File: config.mk
export PLATFORM = sky130hd
export DESIGN_NAME = frx_rom_ctrl
export DESIGN_NICKNAME = d
export VERILOG_FILES = /design/src/shared/frx_pkg.sv /design/src/hdl/frx_rom_ctrl.sv /design/src/hdl/frx_code_compress.sv
export SDC_FILE = /design/constraint.sdc
export NUM_CORES = 1
export LEC_CHECK = 0
export BUFFER_PORTS_ARGS = -buffer_cell sky130_fd_sc_hd__buf_2
export CELL_PAD_IN_SITES_DETAIL_PLACEMENT = 0
export CELL_PAD_IN_SITES_GLOBAL_PLACEMENT = 1
export CORE_MARGIN = 2
export CORE_UTILIZATION = 32
export DETAILED_ROUTE_END_ITERATION = 7
export PLACE_DENSITY = 0.92
export SLEW_MARGIN = 20
export SYNTH_ARGS = -nofsm -noshare
export SYNTH_HDL_FRONTEND = slang
export SYNTH_HIERARCHICAL = 1
export SYNTH_SLANG_ARGS = --single-unit
export TNS_END_PERCENT = 5
File: constraint.sdc
create_clock -name core_clk -period 2.2 [get_ports core_clk]
set_input_delay 0.44 -clock core_clk [delete_from_list [all_inputs] [get_ports core_clk]]
set_output_delay 0.44 -clock core_clk [all_outputs]
set_load 0.01 [all_outputs]
File: src/shared/frx_pkg.sv
// Shared constants for the font ROM array addressing controller.
package frx_pkg;

    // ==================================================================
    // Code and address widths
    // ==================================================================
    localparam int CODE_W    = 12;   // Compressed character code, 12 bits.
    localparam int ROW_W     = 5;    // Row index within a character, 5 bits.
    localparam int ADDR_W    = 14;   // Pattern ROM address pins 13..0.
    localparam int DATA_W    = 8;    // Pattern ROM data width.
    localparam int SRC_ROW_W = 7;    // Non-kanji source row field Y7..Y1.
    localparam int SRC_COL_W = 3;    // Non-kanji source column field X3..X1.

    // ==================================================================
    // Array layout
    // ==================================================================
    localparam int WIDE_GROUPS   = 6;  // Three-chip groups, 24x24 font.
    localparam int WIDE_PER_GRP  = 3;  // Chips per group in 24x24 font.
    localparam int WIDE_CHIPS    = 18; // All chips of the 24x24 font.
    localparam int WIDE_LOCS     = 8;  // Locations per chip per character.
    localparam int NARROW_GROUPS = 5;  // Two-chip groups, 16x18 font.
    localparam int NARROW_PER_GRP= 2;  // Chips per group in 16x18 font.
    localparam int NARROW_LOCS   = 4;  // Locations per chip per character.
    localparam int NARROW_ROWS   = 18; // Useful rows in a 16x18 character.
    localparam int WIDE_ROWS     = 24; // Useful rows in a 24x24 character.

    // ==================================================================
    // Timing
    // ==================================================================
    localparam int CLK_PERIOD_NS = 25;   // Clock period at 40 MHz.
    localparam int ROM_ACCESS_NS = 450;  // Pattern ROM access time, longest.
    // Least wait, rounded up to whole cycles.
    localparam int ACCESS_CYC    =
        (ROM_ACCESS_NS + CLK_PERIOD_NS - 1) / CLK_PERIOD_NS;
    localparam int CNT_W         = 5;    // Wide enough for ACCESS_CYC.

    // ==================================================================
    // Font select
    // ==================================================================
    localparam logic FONT_WIDE   = 1'b0; // 24x24 font, 24-bit rows.
    localparam logic FONT_NARROW = 1'b1; // 16x18 font, 16-bit rows.

    // Read sequencer states, Gray coded along idle -> wait -> done.
    typedef enum logic [1:0] {
        FRX_IDLE = 2'b00,
        FRX_WAIT = 2'b01,
        FRX_DONE = 2'b11
    } frx_state_t;

endpackage

File: src/hdl/frx_rom_ctrl.sv
// Controller that addresses and strobes the kanji pattern ROM array.
//
// What this block does
// - 24x24: eight locations per chip, nine chips
// - 24x24: character set split over two nine-chip halves
// - 16x18: four locations, ten chips, skip unused
// - Compressed code: twelve bits; non-kanji codes carry two zeros inside
// - Non-kanji: Y7Y6, X3..X1, 00, Y5..Y1
// - 24-bit row: pins from a11..a1, b3..b1
// - 24x24 group from top code bit, row 5:4
// - 16-bit row: pins from all code, row 2:1
// - 16x18 group decode from row bits 5:3
`timescale 1ns/1ps
`default_nettype none
module frx_rom_ctrl
    import frx_pkg::*;
(
    input  wire logic                     core_clk,     // 40 MHz clock.
    input  wire logic                     rst_n,        // Async reset, low.
    // Request side from the character display controller.
    input  wire logic                     req_valid,    // Row read request.
    output logic                          req_ready,    // Request taken.
    input  wire logic                     req_font,     // 0 wide, 1 narrow.
    input  wire logic                     req_nonkanji, // Use source fields.
    input  wire logic [CODE_W-1:0]        req_code,     // Compressed code.
    input  wire logic [SRC_ROW_W-1:0]     req_src_row,  // Non-kanji row field.
    input  wire logic [SRC_COL_W-1:0]     req_src_col,  // Non-kanji col field.
    input  wire logic [ROW_W-1:0]         req_row,      // Row index, 5 bits.
    output logic                          rsp_valid,    // Row data pulse.
    output logic [WIDE_PER_GRP*DATA_W-1:0] rsp_dots,    // Row of dots.
    output logic                          rsp_miss,     // No group selected.
    // Pattern ROM array pins.
    output logic [ADDR_W-1:0]             rom_addr,     // Shared address.
    output logic [WIDE_CHIPS-1:0]         rom_ce_n,     // Chip enables.
    output logic [WIDE_CHIPS-1:0]         rom_oe_n,     // Output gates.
    input  wire logic [WIDE_CHIPS*DATA_W-1:0] rom_data  // All chip outputs.
);

    // ==================================================================
    // Decoding helpers
    // ==================================================================
    // One-hot 24x24 group from top code bit, row bits 5:4; 011, 111 miss.
    function automatic logic [WIDE_GROUPS-1:0] wide_group(
        input logic [2:0] sel
    );
        logic [WIDE_GROUPS-1:0] g;
        g = '0;
        case (sel)
            3'h0:    g = 6'h01;
            3'h1:    g = 6'h02;
            3'h2:    g = 6'h04;
            3'h4:    g = 6'h08;
            3'h5:    g = 6'h10;
            3'h6:    g = 6'h20;
            default: g = '0;
        endcase
        return g;
    endfunction

    // One-hot 16x18 group from row bits 5:3; values above 100 pick nothing.
    function automatic logic [NARROW_GROUPS-1:0] narrow_group(
        input logic [2:0] sel
    );
        logic [NARROW_GROUPS-1:0] g;
        g = '0;
        case (sel)
            3'h0:    g = 5'h01;
            3'h1:    g = 5'h02;
            3'h2:    g = 5'h04;
            3'h3:    g = 5'h08;
            3'h4:    g = 5'h10;
            default: g = '0;
        endcase
        return g;
    endfunction

    // ==================================================================
    // Held request
    // ==================================================================
    frx_state_t             state;      // Read sequencer state.
    frx_state_t             next_state; // Next sequencer state.
    logic [CNT_W-1:0]       wait_cnt;   // Cycles left of ROM access.
    logic                   font;       // Held font select.
    logic [CODE_W-1:0]      code;       // Held compressed code.
    logic [ROW_W-1:0]       row;        // Held row index.
    logic [CODE_W-1:0]      nk_code;    // Compressed non-kanji code.
    logic [CODE_W-1:0]      in_code;    // Code chosen at the request.
    logic                   take;       // Request accepted this cycle.

    // The non-kanji fields are packed by the small compression module.
    frx_code_compress u_compress (
        .src_row   (req_src_row),
        .src_col   (req_src_col),
        .comp_code (nk_code)
    );

    assign in_code   = req_nonkanji ? nk_code : req_code;
    assign req_ready = (state == FRX_IDLE);
    assign take      = req_valid && req_ready;

    // ==================================================================
    // Address and strobe decode
    // ==================================================================
    logic [ADDR_W-1:0]        addr_wide;   // 24-bit row address.
    logic [ADDR_W-1:0]        addr_narrow; // 16-bit row address.
    logic [WIDE_GROUPS-1:0]   grp_wide;    // 24x24 group one-hot.
    logic [NARROW_GROUPS-1:0] grp_narrow;  // 16x18 group one-hot.
    logic [WIDE_CHIPS-1:0]    chip_sel;    // Active chips, high true.
    logic                     active;      // Strobes may be asserted.

    // Code bit a(n) sits at index n-1; row bit b(n) at index n-1.
    // The top code bit is dropped; it picks the upper or lower nine chips.
    assign addr_wide   = {code[10:0], row[2:0]};
    // Each 16x18 chip sees four locations per character.
    assign addr_narrow = {code[11:0], row[1:0]};
    assign grp_wide    = wide_group({code[11], row[4:3]});
    assign grp_narrow  = narrow_group(row[4:2]);

    // Expand groups to chips; narrow groups reuse the first ten chips.
    always_comb begin
        chip_sel = '0;
        for (int g = 0; g < WIDE_GROUPS; g++) begin
            if (font == FONT_WIDE && grp_wide[g]) begin
                chip_sel[g*WIDE_PER_GRP +: WIDE_PER_GRP] = '1;
            end
        end
        for (int g = 0; g < NARROW_GROUPS; g++) begin
            if (font == FONT_NARROW && grp_narrow[g]) begin
                chip_sel[g*NARROW_PER_GRP +: NARROW_PER_GRP] = '1;
            end
        end
    end

    assign active = (state == FRX_WAIT);

    // ==================================================================
    // Row assembly
    // ==================================================================
    // Only gated chips drive, so an OR over the selected ones yields the
    // row; foreground dots read as one and pass through unchanged.
    logic [WIDE_PER_GRP*DATA_W-1:0] row_dots; // Assembled dot row.
    always_comb begin
        row_dots = '0;
        for (int c = 0; c < WIDE_CHIPS; c++) begin
            if (chip_sel[c]) begin
                if (font == FONT_WIDE) begin
                    row_dots[(c%WIDE_PER_GRP)*DATA_W +: DATA_W] =
                        row_dots[(c%WIDE_PER_GRP)*DATA_W +: DATA_W]
                        | rom_data[c*DATA_W +: DATA_W];
                end else begin
                    row_dots[(c%NARROW_PER_GRP)*DATA_W +: DATA_W] =
                        row_dots[(c%NARROW_PER_GRP)*DATA_W +: DATA_W]
                        | rom_data[c*DATA_W +: DATA_W];
                end
            end
        end
    end

    // ==================================================================
    // Sequencer
    // ==================================================================
    // Next state: wait out the ROM access, then present the row once.
    always_comb begin
        case (state)
            FRX_IDLE: next_state = take ? FRX_WAIT : FRX_IDLE;
            FRX_WAIT: next_state = (wait_cnt == '0) ? FRX_DONE : FRX_WAIT;
            FRX_DONE: next_state = FRX_IDLE;
            default:  next_state = FRX_IDLE;
        endcase
    end

    // State, access counter and held request.
    always_ff @(posedge core_clk or negedge rst_n) begin
        if (!rst_n) begin
            state    <= FRX_IDLE;
            wait_cnt <= '0;
            font     <= FONT_WIDE;
            code     <= '0;
            row      <= '0;
        end else begin
            state <= next_state;
            if (take) begin
                // Pins change one edge after the take, so the whole access
                // count is waited from there before the row is sampled.
                wait_cnt <= CNT_W'(ACCESS_CYC);
                font     <= req_font;
                code     <= in_code;
                row      <= req_row;
            end else if (wait_cnt != '0) begin
                wait_cnt <= wait_cnt - 1'b1;
            end
        end
    end

    // Pin drivers: strobes low for the selected group only.
    always_ff @(posedge core_clk or negedge rst_n) begin
        if (!rst_n) begin
            rom_addr <= '0;
            rom_ce_n <= '1;
            rom_oe_n <= '1;
        end else begin
            rom_addr <= (font == FONT_WIDE) ? addr_wide : addr_narrow;
            rom_ce_n <= ~(chip_sel & {WIDE_CHIPS{active}});
            rom_oe_n <= ~(chip_sel & {WIDE_CHIPS{active}});
        end
    end

    // Response capture on the last access cycle.
    always_ff @(posedge core_clk or negedge rst_n) begin
        if (!rst_n) begin
            rsp_valid <= 1'b0;
            rsp_dots  <= '0;
            rsp_miss  <= 1'b0;
        end else begin
            rsp_valid <= (state == FRX_WAIT) && (wait_cnt == '0);
            if ((state == FRX_WAIT) && (wait_cnt == '0)) begin
                rsp_dots <= row_dots;
                rsp_miss <= (chip_sel == '0);
            end
        end
    end

endmodule
`default_nettype wire

File: src/hdl/frx_code_compress.sv
// Non-kanji code compression from source row and column fields.
`timescale 1ns/1ps
`default_nettype none
module frx_code_compress
    import frx_pkg::*;
(
    input  wire logic [SRC_ROW_W-1:0] src_row,  // Source row field Y7..Y1.
    input  wire logic [SRC_COL_W-1:0] src_col,  // Source column field X3..X1.
    output logic      [CODE_W-1:0]    comp_code // Compressed twelve-bit code.
);
    // ==================================================================
    // Field placement
    // ==================================================================
    // Index 11 is the top code bit; Y7,Y6 on top, X3..X1, 00, Y5..Y1.
    assign comp_code = {src_row[6:5], src_col, 2'b00, src_row[4:0]};
endmodule
`default_nettype wire

Yosys cells after proc, flatten, opt, wreduce, memory -nomap -nowiden. Cells that the tools add are included. W data, S select, Z words.

Input port bits: 176. Latch bits: 0. RAM bits: 0. Memory bits (read-only): 0. Word-level logic and storage cells: 136. Memories: 0. Bits in registers: 83.

Bitwise gates (word level): 30. Add/subtract/negate cells: 1. Magnitude comparators: 0. Shift-type cells: 0. Divide/modulo/power cells: 0. Eq/ne operators: 10. Mux-type cells: 65. Multipliers: 0. Reductions and logical operators: 20.

Operator list (count): $mux W8 (36); $or A8 B8 Y8 (27); $mux W16 (9); $pmux W6 S6 (1); $pmux W5 S5 (1); $and A18 B18 Y18 (1); $logic_not A18 Y1 (1); $mux W3 (6); $not A18 Y18 (1); $mux W14 (1); $logic_and A1 B1 Y1 (13); $eq A3 B3 Y1 const B (4); $mux W12 (1); $mux W2 (6); $mux W5 (2); $eq A3 B2 Y1 const B (3); $eq A3 B1 Y1 const B (2); $logic_not A3 Y1 (2); $logic_not A5 Y1 (1); $reduce_bool A5 Y1 (1); $sub A5 B1 Y5 const B (1); $pmux W2 S2 (1); $eq A2 B1 Y1 const B (1); $logic_not A2 Y1 (1); other kinds (3) (3).

Depth between registers and ports, before layout. Gate-level depths: netlist of the first run.

Word-level depth: 40. Mapped depth: 9. Depth with buffers taken out: 8.

Hierarchy. The synthesis of the first run kept the hierarchy.

Modules (own cells, without submodules): frx_rom_ctrl (cells an instance 445, area an instance 4282.9 um^2, sequential area each 1864.3 um^2, instances 1); frx_code_compress (cells an instance 13, area an instance 93.8 um^2, sequential area each 0.0 um^2, instances 1).

Least setup slack after synthesis of the first run. OpenSTA, ideal clock, no wires.

Path type: reg-to-reg. Start: register wait_cnt[0]. End: register rsp_dots[13]. Cell stages (with the launch flop): 10. Period minus slack after synthesis: 1740 ps. Path slack: 460 ps. Data arrival time: 1658 ps. Path buffers: 2. Cell sequence: dfrtp_1 inv_1 ha_1 nor4b_4 nand2_1 clkinv_1 buf_2 buf_2 nor2_1 a31oi_1.

Longest elaborated chain between the ends: 2.

Ends and longest elaborated chain: start, declared (RTL line frx_rom_ctrl.sv:82) `logic [CNT_W-1:0] wait_cnt;`; start signal, assigned (RTL line frx_rom_ctrl.sv:185) `wait_cnt <= CNT_W'(ACCESS_CYC);`; start signal, assigned (RTL line frx_rom_ctrl.sv:190) `wait_cnt <= wait_cnt - 1'b1;`; $logic_not A5 Y1 (RTL line frx_rom_ctrl.sv:216) `if ((state == FRX_WAIT) && (wait_cnt == '0)) begin`; $logic_and A1 B1 Y1 (RTL line frx_rom_ctrl.sv:216); end signal, assigned (RTL line frx_rom_ctrl.sv:217) `rsp_dots <= row_dots;`; end, declared (RTL line frx_rom_ctrl.sv:30) `output logic [WIDE_PER_GRP*DATA_W-1:0] rsp_dots,`.

Every way passes these cells. A chain may end at the register's enable or synchronous reset.

Worst setup path in the final report of the first run.
Start: register row[4]. End: register rsp_dots[3].

Longest elaborated chain between the ends: 37. Elaborated cells on any way between the ends: 67.

Ends and longest elaborated chain: start, declared (RTL line frx_rom_ctrl.sv:85) `logic [ROW_W-1:0] row;`; start signal, assigned (RTL line frx_rom_ctrl.sv:188) `row <= req_row;`; $eq A3 B3 Y1, or another cell as far along (RTL line frx_rom_ctrl.sv:48) `case (sel)`; $pmux W6 S6 (RTL line frx_rom_ctrl.sv:48); $logic_and A1 B1 Y1 (RTL line frx_rom_ctrl.sv:123) `if (font == FONT_WIDE && grp_wide[g]) begin`; $mux W3 (RTL line frx_rom_ctrl.sv:123); $mux W2 (RTL line frx_rom_ctrl.sv:128) `if (font == FONT_NARROW && grp_narrow[g]) begin`; $mux W8 (RTL line frx_rom_ctrl.sv:145) `if (chip_sel[c]) begin`; $or A8 B8 Y8 (RTL line frx_rom_ctrl.sv:153) `| rom_data[c*DATA_W +: DATA_W];`; $mux W8 (RTL line frx_rom_ctrl.sv:146) `if (font == FONT_WIDE) begin`; (+21 left out); $mux W8 (RTL line frx_rom_ctrl.sv:146); $mux W8 (RTL line frx_rom_ctrl.sv:145); $or A8 B8 Y8 (RTL line frx_rom_ctrl.sv:149) `| rom_data[c*DATA_W +: DATA_W];`; $mux W8 (RTL line frx_rom_ctrl.sv:146); $mux W16 (RTL line frx_rom_ctrl.sv:145); $or A8 B8 Y8 (RTL line frx_rom_ctrl.sv:153); $mux W8 (RTL line frx_rom_ctrl.sv:146); $mux W16 * (RTL line frx_rom_ctrl.sv:145).

Mark *: on every way between the ends. The rest lies on a longest branch, timed or not.

==> results of run 1 <==
-- path summary, 6_finish.rpt --
| check | endpoint | depth (start not counted) | from | slack [ns] |
|---|---|---|---|---|
| max | rsp_dots[3] | 5 | row[4] | 0.19 |
| min | state[0] | 3 | req_valid | 0.33 |
| max reg2reg | rsp_dots[3] | 5 | row[4] | 0.19 |
| min reg2reg | rom_addr[0] | 0 | row[0] | 0.36 |
| max in group asynchronous | rom_oe_n[1] | 3 | rst_n | 1.03 |
| min in group asynchronous | rom_addr[13] | 2 | rst_n | 0.53 |
-- state kept, by name (all words and copies together), names as in the netlist --
register  count
rom_addr     14
state         2
rsp_miss      1
code         12
font          1
wait_cnt      5
rom_oe_n     10
row           5
rsp_dots     24
-- cell usage in the layout, fill, tap and decap left out, types with 3 or more instances in the layout --
cell type and count:
nor2_1 49, a221o_1 7, a22o_1 20, mux2i_1 33
nand3_1 3, a22oi_1 12, buf_2 251, a221oi_1 13
inv_1 3, and3_1 3, a222oi_1 5, a21oi_1 16
mux2_2 19, dfstp_2 10, dfrtp_1 63, clkbuf_16 9
o22ai_1 11, o21ai_0 13, buf_4 36, nand2_1 49
nand2b_1 3, nor2b_1 3, nor3_1 7, a31oi_1 16
-- what timing repair did --
| item | CTS | global route |
|---|---|---|
| hold endpoints to repair | 20 | 0 |
| endpoints found under the setup margin | 0 | 0 |
| hold buffers | 1 | 0 |
-- power by group through the flow --
| stage | Combinational, mW | Clock, mW | Sequential, mW |
|---|---|---|---|
| floorplan | 2.94 | 0 | 2.56 |
| global placement | 4.59 | 0 | 2.53 |
| detailed placement | 4.66 | 0 | 2.54 |
| CTS | 4.67 | 1.64 | 2.53 |
| global route | 5.07 | 1.71 | 2.61 |
| finish | 4.64 | 1.61 | 2.52 |
-- logic make-up (layout without fill, tap and decap cells) --
group	Yosys count	in the layout	share of synthesized area, %
AND/OR/NAND/NOR	128	128	13.2
AO/OA/AOI/OAI	125	125	20.8
buffers and inverters	77	309	10.5
flip-flops	74	74	42.6
multiplexers	52	52	12.4
adder cells (fa/ha/maj)	1	1	0.286
other	1	3	0.0857
-- synth_stat cells --
master	number
a211o_1	1
a21boi_2	1
a21o_1	2
a21oi_1	16
a221o_1	7
a221oi_1	13
a222oi_1	5
a22o_1	20
a22oi_1	12
a31o_2	1
a31oi_1	16
a32o_1	1
and2_1	2
and3_1	3
buf_1	7
buf_2	17
buf_4	40
clkbuf_1	9
clkinv_1	1
conb_1	1
dfrtp_1	64
dfstp_2	10
ha_1	1
inv_1	3
mux2_2	19
mux2i_1	33
nand2_1	49
nand2_2	1
nand2b_1	3
nand2b_2	1
nand3_1	3
nand3b_1	1
nor2_1	49
nor2b_1	4
nor3_1	7
nor3b_2	1
nor4b_2	1
nor4b_4	1
o21ai_0	13
o21ai_1	2
o22a_1	2
o22ai_1	11
o2bb2ai_1	2
or2_1	1
or3_1	1
-- area by class of cell --
cell class / instances / area [um2]
fillers: 1328 / 7250
multi-input cells: 308 / 2060
flip-flops and latches: 74 / 1870
repair buffers: 289 / 1560
clock buffers: 10 / 239
well taps: 176 / 220
clock inverters: 6 / 88.8
inverters: 4 / 15.0
diodes: 1 / 2.50
-- stage by stage --
step                      setup WS (ns)  std cells  util, %
final                             0.190        868     45.5
after global routing             0.0858        867     45.5
after CTS                         0.201        867     45.5
after detailed placement          0.230        850     42.9
after global placement            0.237        850     42.9
after floorplan                   0.460        459        -
-- tightest hold or removal path, stage by stage --
cell	delay [ns]
buf_2	0.09
nor2_1	0.03
nor2_1	0.07
-- routing by layer --
| metal | part of all wire [%] | wire length, um |
|---|---|---|
| met4 | 2.3 | 370 |
| met5 | 0 | 0 |
| met1 | 37 | 5910 |
| met3 | 9.0 | 1440 |
| met2 | 52 | 8320 |
==> run_results.csv, run 1 <==
group,metric,value,unit
drt,drt_iter0_drc,331,
logic_synthesis,netlist.area_leader.share,36.6,%
drt,drt-pass1-iter-count,6,
worst_setup_path,crit_slowest_cell,"dfrtp_1",
clocking,cts.clk_slew.worst_paths,0.06,ns
power_and_ir_drop,combPwrFrac,52.9,%
timing,tns,0,ns
worst_setup_path,start_kind,"flip-flop",
place,dp_hpwl,13100,um
global_routing,met1_usage,23.9,%
floorplan,core.rowCount,42,
global_routing,grt_pass1_wl,23600,um
hold_path,hp-class,"in -> reg",
worst_setup_path,cp.required,2.47,ns
floorplan,initial_core_util,32.9,%
global_routing,grt_use_met2,39.3,%
power_and_ir_drop,power_frac_clock,18.3,%
clocking,postCtsSetupBuffers,0,
worst_setup_path,crit_chain,"nor2b_2 > and3_1 > a22oi_1 > a31oi_1 > o22a_1",
power_and_ir_drop,p_sw_share,41.1,%
power_and_ir_drop,p_int,5.17,mW
worst_setup_path,critPathBufInv,0,
clocking,clkSinkCount,74,
logic_synthesis,yosysSeqAreaShare,42.6,%
worst_setup_path,crit_type,"reg -> reg",
timing,holdWs,0.330,ns
drt,vias,4404,
clocking,cts_buffers,9,
timing,period_share,91.3,%
worst_setup_path,cp_data_arrival_time,2.28,ns
timing,fin_crit,2.01,ns
timing,rsz0062_at_grt,"no",
run,max_cap_violations,0,
global_routing,grt_usage,21.6,%
layout,nets,863,
logic_synthesis,syn_area,0.00438,mm2
floorplan,top_level_ports,253,
worst_setup_path,crit_family,"simple AND/OR/NAND/NOR gates",
floorplan,die-area,0.0146,mm2
clocking,htree_levels,3,
global_routing,grt_pass1_vias,4315,
drt,drtAntennaViolNets,0,
logic_synthesis,synthTopCellsByArea,"dfrtp_1, mux2i_1, buf_4, dfstp_2, mux2_2",
power_and_ir_drop,p_sw,3.60,mW
global_routing,grt_max_degree,52,
drt,finalWirelength,16000,um
drt,remaining_drc_errors,0,
global_routing,grt_use_met3,6.58,%
clocking,clock-root-buffer,"clkbuf_16",
logic_synthesis,synth_top_cell_by_area,"dfrtp_1",
power_and_ir_drop,sequentialPowerShare,28.8,%
drt,wl_per_cell,18.5,um
place,postPlaceCellArea,0.00571,mm2
worst_setup_path,path_max_fanout,9,
logic_synthesis,syn_avg_cell_area,9.56,um2
place,gp_congestion,0.900,
logic_synthesis,yosysWarnings,6,
power_and_ir_drop,power_density,1450,mW/mm2
worst_setup_path,crit_path_max_incr_delay,0.51,ns
layout,area_growth,38.1,%
floorplan,coreArea,0.0133,mm2
place,placement.io_buffers,252,
global_routing,top_usage_layer,"met2",
timing,fmax,498,MHz
layout,drive_gt1_share,49.5,%
clocking,clk_path_buf_depth,2,
floorplan,die_w,121,um
drt,via_per_inst,5.07,
power_and_ir_drop,power,8.78,mW
power_and_ir_drop,leakage,2.92,nW
timing,setup_viol,0,
run_status,status,"completed",
global_routing,antenna_found_initial,1,
clocking,cts_resized,0,
floorplan,die_y,121,um
clocking,cts_tree,"yes",
timing,finClkSkew,0.00689,ns
worst_setup_path,cp-end-kind,"flip-flop",
clocking,insertion_delay,0.34,ns
layout,postLayoutCellArea,0.00605,mm2
logic_synthesis,synthDistinctLibCells,45,
logic_synthesis,ys_ff_latch,74,
global_routing,overflow,0,
power_and_ir_drop,peakVddDrop,0.000608,V
logic_synthesis,synthCells,458,
timing,finalMaxSlewViolations,0,
timing,finalHoldViolCount,0,
No activity file was read; power rests on OpenSTA's default activity.
==> inputs of run 2 (changes only) <==
BUFFER_PORTS_ARGS = not set   (was -buffer_cell sky130_fd_sc_hd__buf_2)
CORE_UTILIZATION = 45   (was 32)
DONT_BUFFER_PORTS = 1   (was not set)
PLACE_DENSITY = 0.89   (was 0.92)
==> run_results.csv, run 2 (synthesis gave the netlist of run 1 again) <==
group,metric,value,unit
global_routing,grt_use_met3,10.2,%
timing,finalMaxSlewViolations,0,
place,placement.io_buffers,0,
power_and_ir_drop,leakage,1.87,nW
layout,ff_latch_area,0.00187,mm2
floorplan,die_y,103,um
drt,via_per_inst,6.36,
global_routing,top_usage_layer,"met2",
floorplan,core.rowCount,35,
clocking,clock-root-buffer,"clkbuf_8",
clocking,cts_tree,"yes",
layout,layout_commonest_cell,"dfrtp_1",
floorplan,coreArea,0.00933,mm2
global_routing,grt_use_met2,46.8,%
hold_path,hp-class,"in -> reg",
floorplan,top_level_ports,253,
worst_setup_path,start_kind,"flip-flop",
global_routing,grt_max_degree,75,
drt,remaining_drc_errors,0,
drt,finalWirelength,14200,um
layout,largestRegisters,"rsp_dots x24, rom_addr x14, code x12",
layout,postLayoutCellArea,0.00452,mm2
drt,wl_per_cell,25.4,um
power_and_ir_drop,power_density,1620,mW/mm2
layout,largest_reg_flops,24,
clocking,htree_levels,3,
clocking,clkSinkCount,74,
floorplan,die_w,103,um
timing,fin_crit,2.02,ns
global_routing,grt_pass1_vias,3487,
clocking,clk_path_buf_depth,2,
run_status,status,"completed",
timing,finClkSkew,0.0146,ns
global_routing,met1_usage,28.4,%
layout,top_register,"rsp_dots",
worst_setup_path,path_max_fanout,11,
layout,drive_gt1_share,18.6,%
floorplan,initial_core_util,46.9,%
global_routing,grt_usage,26.1,%
power_and_ir_drop,peakVddDrop,0.000619,V
timing,finalHoldViolCount,0,
drt,drt_iter0_drc,234,
layout,area_growth,3.23,%
run,max_cap_violations,0,
layout,fillers,883,
worst_setup_path,cp-end-kind,"flip-flop",
worst_setup_path,crit_type,"reg -> reg",
worst_setup_path,crit_chain,"nor2b_1 > buf_4 > and3_1 > a222oi_1 > nand2b_1 > a31oi_1",
clocking,cts_buffers,9,
layout,fin_cells,559,
drt,vias,3556,
place,dp_hpwl,11100,um
global_routing,grt_pass1_wl,20200,um
place,gp_congestion,0.985,
global_routing,antenna_found_initial,0,
worst_setup_path,cp_data_arrival_time,2.29,ns
worst_setup_path,critPathBufInv,1,
timing,setup_viol,0,
place,postPlaceCellArea,0.00431,mm2
clocking,cts.clk_slew.worst_paths,0.09,ns
layout,multi_input_area,0.00206,mm2
place,dp_cells,541,
timing,tns,0,ns
drt,drtAntennaViolNets,0,
worst_setup_path,crit_family,"simple AND/OR/NAND/NOR gates",
drt,drt-pass1-iter-count,5,
clocking,insertion_delay,0.35,ns
layout,nets,602,
floorplan,die-area,0.0105,mm2
timing,fmax,495,MHz
layout,mostFrequentLayoutCells,"dfrtp_1, nand2_1, nor2_1",
worst_setup_path,crit_path_max_incr_delay,0.51,ns
timing,rsz0062_at_grt,"no",
layout,diodes,0,
global_routing,overflow,0,
timing,period_share,91.9,%
worst_setup_path,cp.required,2.47,ns
worst_setup_path,crit_slowest_cell,"dfrtp_1",
## run 2: cell types whose count changed in the layout (fill, tap and decap cells not counted)
cell        change
buf_16          +1
clkbuf_1        +1
bufinv_16       -2
clkbuf_8        +9
clkinv_4        +1
clkbuf_16       -9
clkinvlp_4      -1
diode_2         -1
clkinv_2        +2
inv_6           -1
buf_2         -251
buf_4          -11
## run 2: path summary, 6_finish.rpt
path                       startpoint           end  slack (ns)  cells after the start
max                            row[3]  rsp_dots[11]        0.18                      6
min                         req_valid      state[0]        0.23                      2
max in group asynchronous       rst_n   rom_oe_n[3]        1.20                      2
min reg2reg                    row[1]   rom_addr[1]        0.38                      0
max reg2reg                    row[3]  rsp_dots[11]        0.18                      6
min in group asynchronous       rst_n       code[6]        0.65                      2
## run 2: through the flow
stage / power [mW] / hold WS (ns) / setup slack, ns / utilization (%)
after floorplan: 5.50 / 0.144 / 0.460 / -
after global placement: 6.23 / 0.147 / 0.248 / 46.2
after detailed placement: 6.32 / 0.147 / 0.202 / 46.2
after CTS: 7.32 / 0.209 / 0.172 / 48.4
after global routing: 7.81 / 0.227 / 0.0792 / 48.4
final: 7.30 / 0.226 / 0.178 / 48.4
## run 2: final cells by class
cell class / instances / share of cell area [%]
Tap cell: 129 / 3.57
Timing Repair Buffer: 28 / 5.43
Inverter: 4 / 0.332
Sequential cell: 74 / 41.3
Clock inverter: 5 / 0.692
Clock buffer: 11 / 3.13
Multi-Input combinational cell: 308 / 45.6
## run 2: worst reg2reg max path: cells and delay by family, from the launching register on
kind / cells / cell delay [ns]
and+or+nand+nor: 3 / 0.92
buffers and inverters: 1 / 0.18
DFF: 1 / 0.51
AOI/OAI and AO/OA: 2 / 0.33
## run 2: report_power, final
group | leakage, nW | internal [mW] | total (mW) | switching [mW]
Sequential | 0.845 | 2.04 | 2.90 | 0.866
Combinational | 0.937 | 1.56 | 3.44 | 1.88
Clock | 0.0891 | 0.437 | 0.958 | 0.521
## run 2: timing repair
| action | 4_1_cts | 5_1_grt |
|---|---|---|
| gates resized for setup | 0 | 0 |
| hold buffers | 2 | 0 |
| setup buffers | 0 | 0 |
| hold endpoints to repair | 74 | 0 |
## run 2: routing by layer
metal / part of all wire (%) / vias up
met5: 0 / -
met2: 53 / 214
met3: 11 / 31
li1: - / 1567
met1: 34 / 1744
met4: 2.2 / 0
==> inputs of run 3 (changes only) <==
CTS_BUF_LIST = sky130_fd_sc_hd__clkbuf_4   (was not set)
==> run_results.csv, run 3 (synthesis gave the netlist of run 1 again) <==
group,metric,value,unit
hold_path,hold_start,"req_valid",
floorplan,top_level_ports,253,
drt,via_per_inst,6.30,
layout,diodes,0,
clocking,clk_path_buf_depth,2,
drt,finalWirelength,14100,um
clocking,clkSinkCount,74,
global_routing,antenna_found_initial,0,
layout,area_growth,1.80,%
place,dp_hpwl,11100,um
floorplan,die_y,103,um
place,placement.io_buffers,0,
worst_setup_path,ff2ff_path_depth,6,
layout,fillers,894,
worst_setup_path,start_kind,"flip-flop",
timing,period_share,91.7,%
global_routing,grt_max_degree,75,
worst_setup_path,path_max_fanout,11,
layout,drive_gt1_share,18.6,%
global_routing,overflow,0,
floorplan,initial_core_util,46.9,%
floorplan,coreArea,0.00933,mm2
clocking,cts_buffers,9,
timing,fin_crit,2.02,ns
layout,largestRegisters,"rsp_dots x24, rom_addr x14, code x12",
floorplan,core.rowCount,35,
timing,holdWs,0.164,ns
run_status,status,"completed",
worst_setup_path,cp-end-kind,"flip-flop",
drt,drt_iter0_drc,233,
power_and_ir_drop,leakage,1.85,nW
clocking,htree_levels,3,
timing,fmax,496,MHz
power_and_ir_drop,peakVddDrop,0.000655,V
timing,finalHoldViolCount,0,
timing,tns,0,ns
worst_setup_path,r2r_end,"rsp_dots[7]",
clocking,cts_tree,"yes",
floorplan,die-area,0.0105,mm2
hold_path,whs_path_depth,2,
drt,remaining_drc_errors,0,
global_routing,grt_usage,26.0,%
worst_setup_path,regToRegSetupSlack,0.18,ns
worst_setup_path,cp_data_arrival_time,2.31,ns
layout,mostFrequentLayoutCells,"dfrtp_1, nand2_1, nor2_1",
power_and_ir_drop,power_density,1580,mW/mm2
timing,setup_viol,0,
floorplan,die_w,103,um
clocking,cts_resized,0,
clocking,insertion_delay,0.41,ns
place,gp_congestion,0.985,
clocking,clock-root-buffer,"clkbuf_4",
hold_path,whs_endpoint,"state[0]",
drt,vias,3520,
run,max_cap_violations,0,
worst_setup_path,timing.rr.start,"row[3]",
drt,wl_per_cell,25.3,um
worst_setup_path,cp.required,2.49,ns
layout,top_register,"rsp_dots",
global_routing,grt_pass1_wl,20100,um
layout,nets,602,
timing,rsz0062_at_grt,"no",
timing,finClkSkew,0.0250,ns
worst_setup_path,crit_type,"reg -> reg",
drt,drtAntennaViolNets,0,
global_routing,grt_pass1_vias,3491,
drt,drt-pass1-iter-count,5,
hold_path,hp-class,"in -> reg",
layout,layout_commonest_cell,"dfrtp_1",
clocking,cts.clk_slew.worst_paths,0.14,ns
timing,finalMaxSlewViolations,0,
layout,largest_reg_flops,24,
-- run 3: cell types whose count changed in the layout (fill, tap and decap cells not counted), sizes merged --
cell    previous run  this run
clkinv             5         6
clkbuf            11        10
-- run 3: metrics by stage --
stage / cells / power [mW] / utilization, % / setup WS [ns] / instance area [um2]
finish: 559 / 7.06 / 47.8 / 0.184 / 4460
global route: 559 / 7.57 / 47.8 / 0.0605 / 4460
detailed placement: 541 / 6.32 / 46.2 / 0.202 / 4310
CTS: 559 / 7.09 / 47.8 / 0.167 / 4460
global placement: 541 / 6.23 / 46.2 / 0.248 / 4310
floorplan: 459 / 5.50 / - / 0.460 / 4380
-- run 3: metal layers --
| layer | wire length (um) | global-route usage (%) | vias up | part of all wire [%] |
|---|---|---|---|---|
| met5 | 0 | 0 | - | 0 |
| met4 | 304 | 7.79 | 0 | 2.1 |
| met3 | 1570 | 10.2 | 31 | 11 |
| met2 | 7440 | 46.9 | 206 | 53 |
| met1 | 4820 | 28.2 | 1711 | 34 |
| li1 | - | - | 1572 | - |
-- run 3: worst max path at each step --
stage	startpoint	to	slack, ns
detailed placement	row[3]	rsp_dots[7]	0.20
floorplan	wait_cnt[0]	rsp_dots[13]	0.46
CTS	row[3]	rsp_dots[7]	0.17
global route	wait_cnt[1]	rsp_dots[9]	0.06
finish	row[3]	rsp_dots[7]	0.18
global placement	row[3]	rsp_dots[7]	0.25
-- run 3: power by group --
part | leakage [nW] | total (mW) | switching [mW] | internal, mW
Clock | 0.0636 | 0.727 | 0.489 | 0.238
Combinational | 0.937 | 3.44 | 1.87 | 1.56
Sequential | 0.845 | 2.90 | 0.867 | 2.03
-- run 3: timing repair --
| item | CTS | global route |
|---|---|---|
| hold endpoints to repair | 74 | 0 |
| setup buffers | 0 | 0 |
| hold buffers | 2 | 0 |
-- run 3: area by class of cell --
class	instances	area (um2)	share of cell area, %
Sequential cell	74	1870	41.9
Multi-Input combinational cell	308	2060	46.2
Tap cell	129	161	3.62
Inverter	4	15.0	0.337
Timing Repair Buffer	28	245	5.50
Clock inverter	6	35.0	0.786
Clock buffer	10	75.1	1.68
-- run 3: worst max-delay path: stages, from the launching register on --
cell and delay [ns]:
dfrtp_1 0.50, buf_4 0.23, nor4b_2 0.17, a31o_2 0.32, a22o_1 0.24, o22ai_1 0.30, a31oi_1 0.14
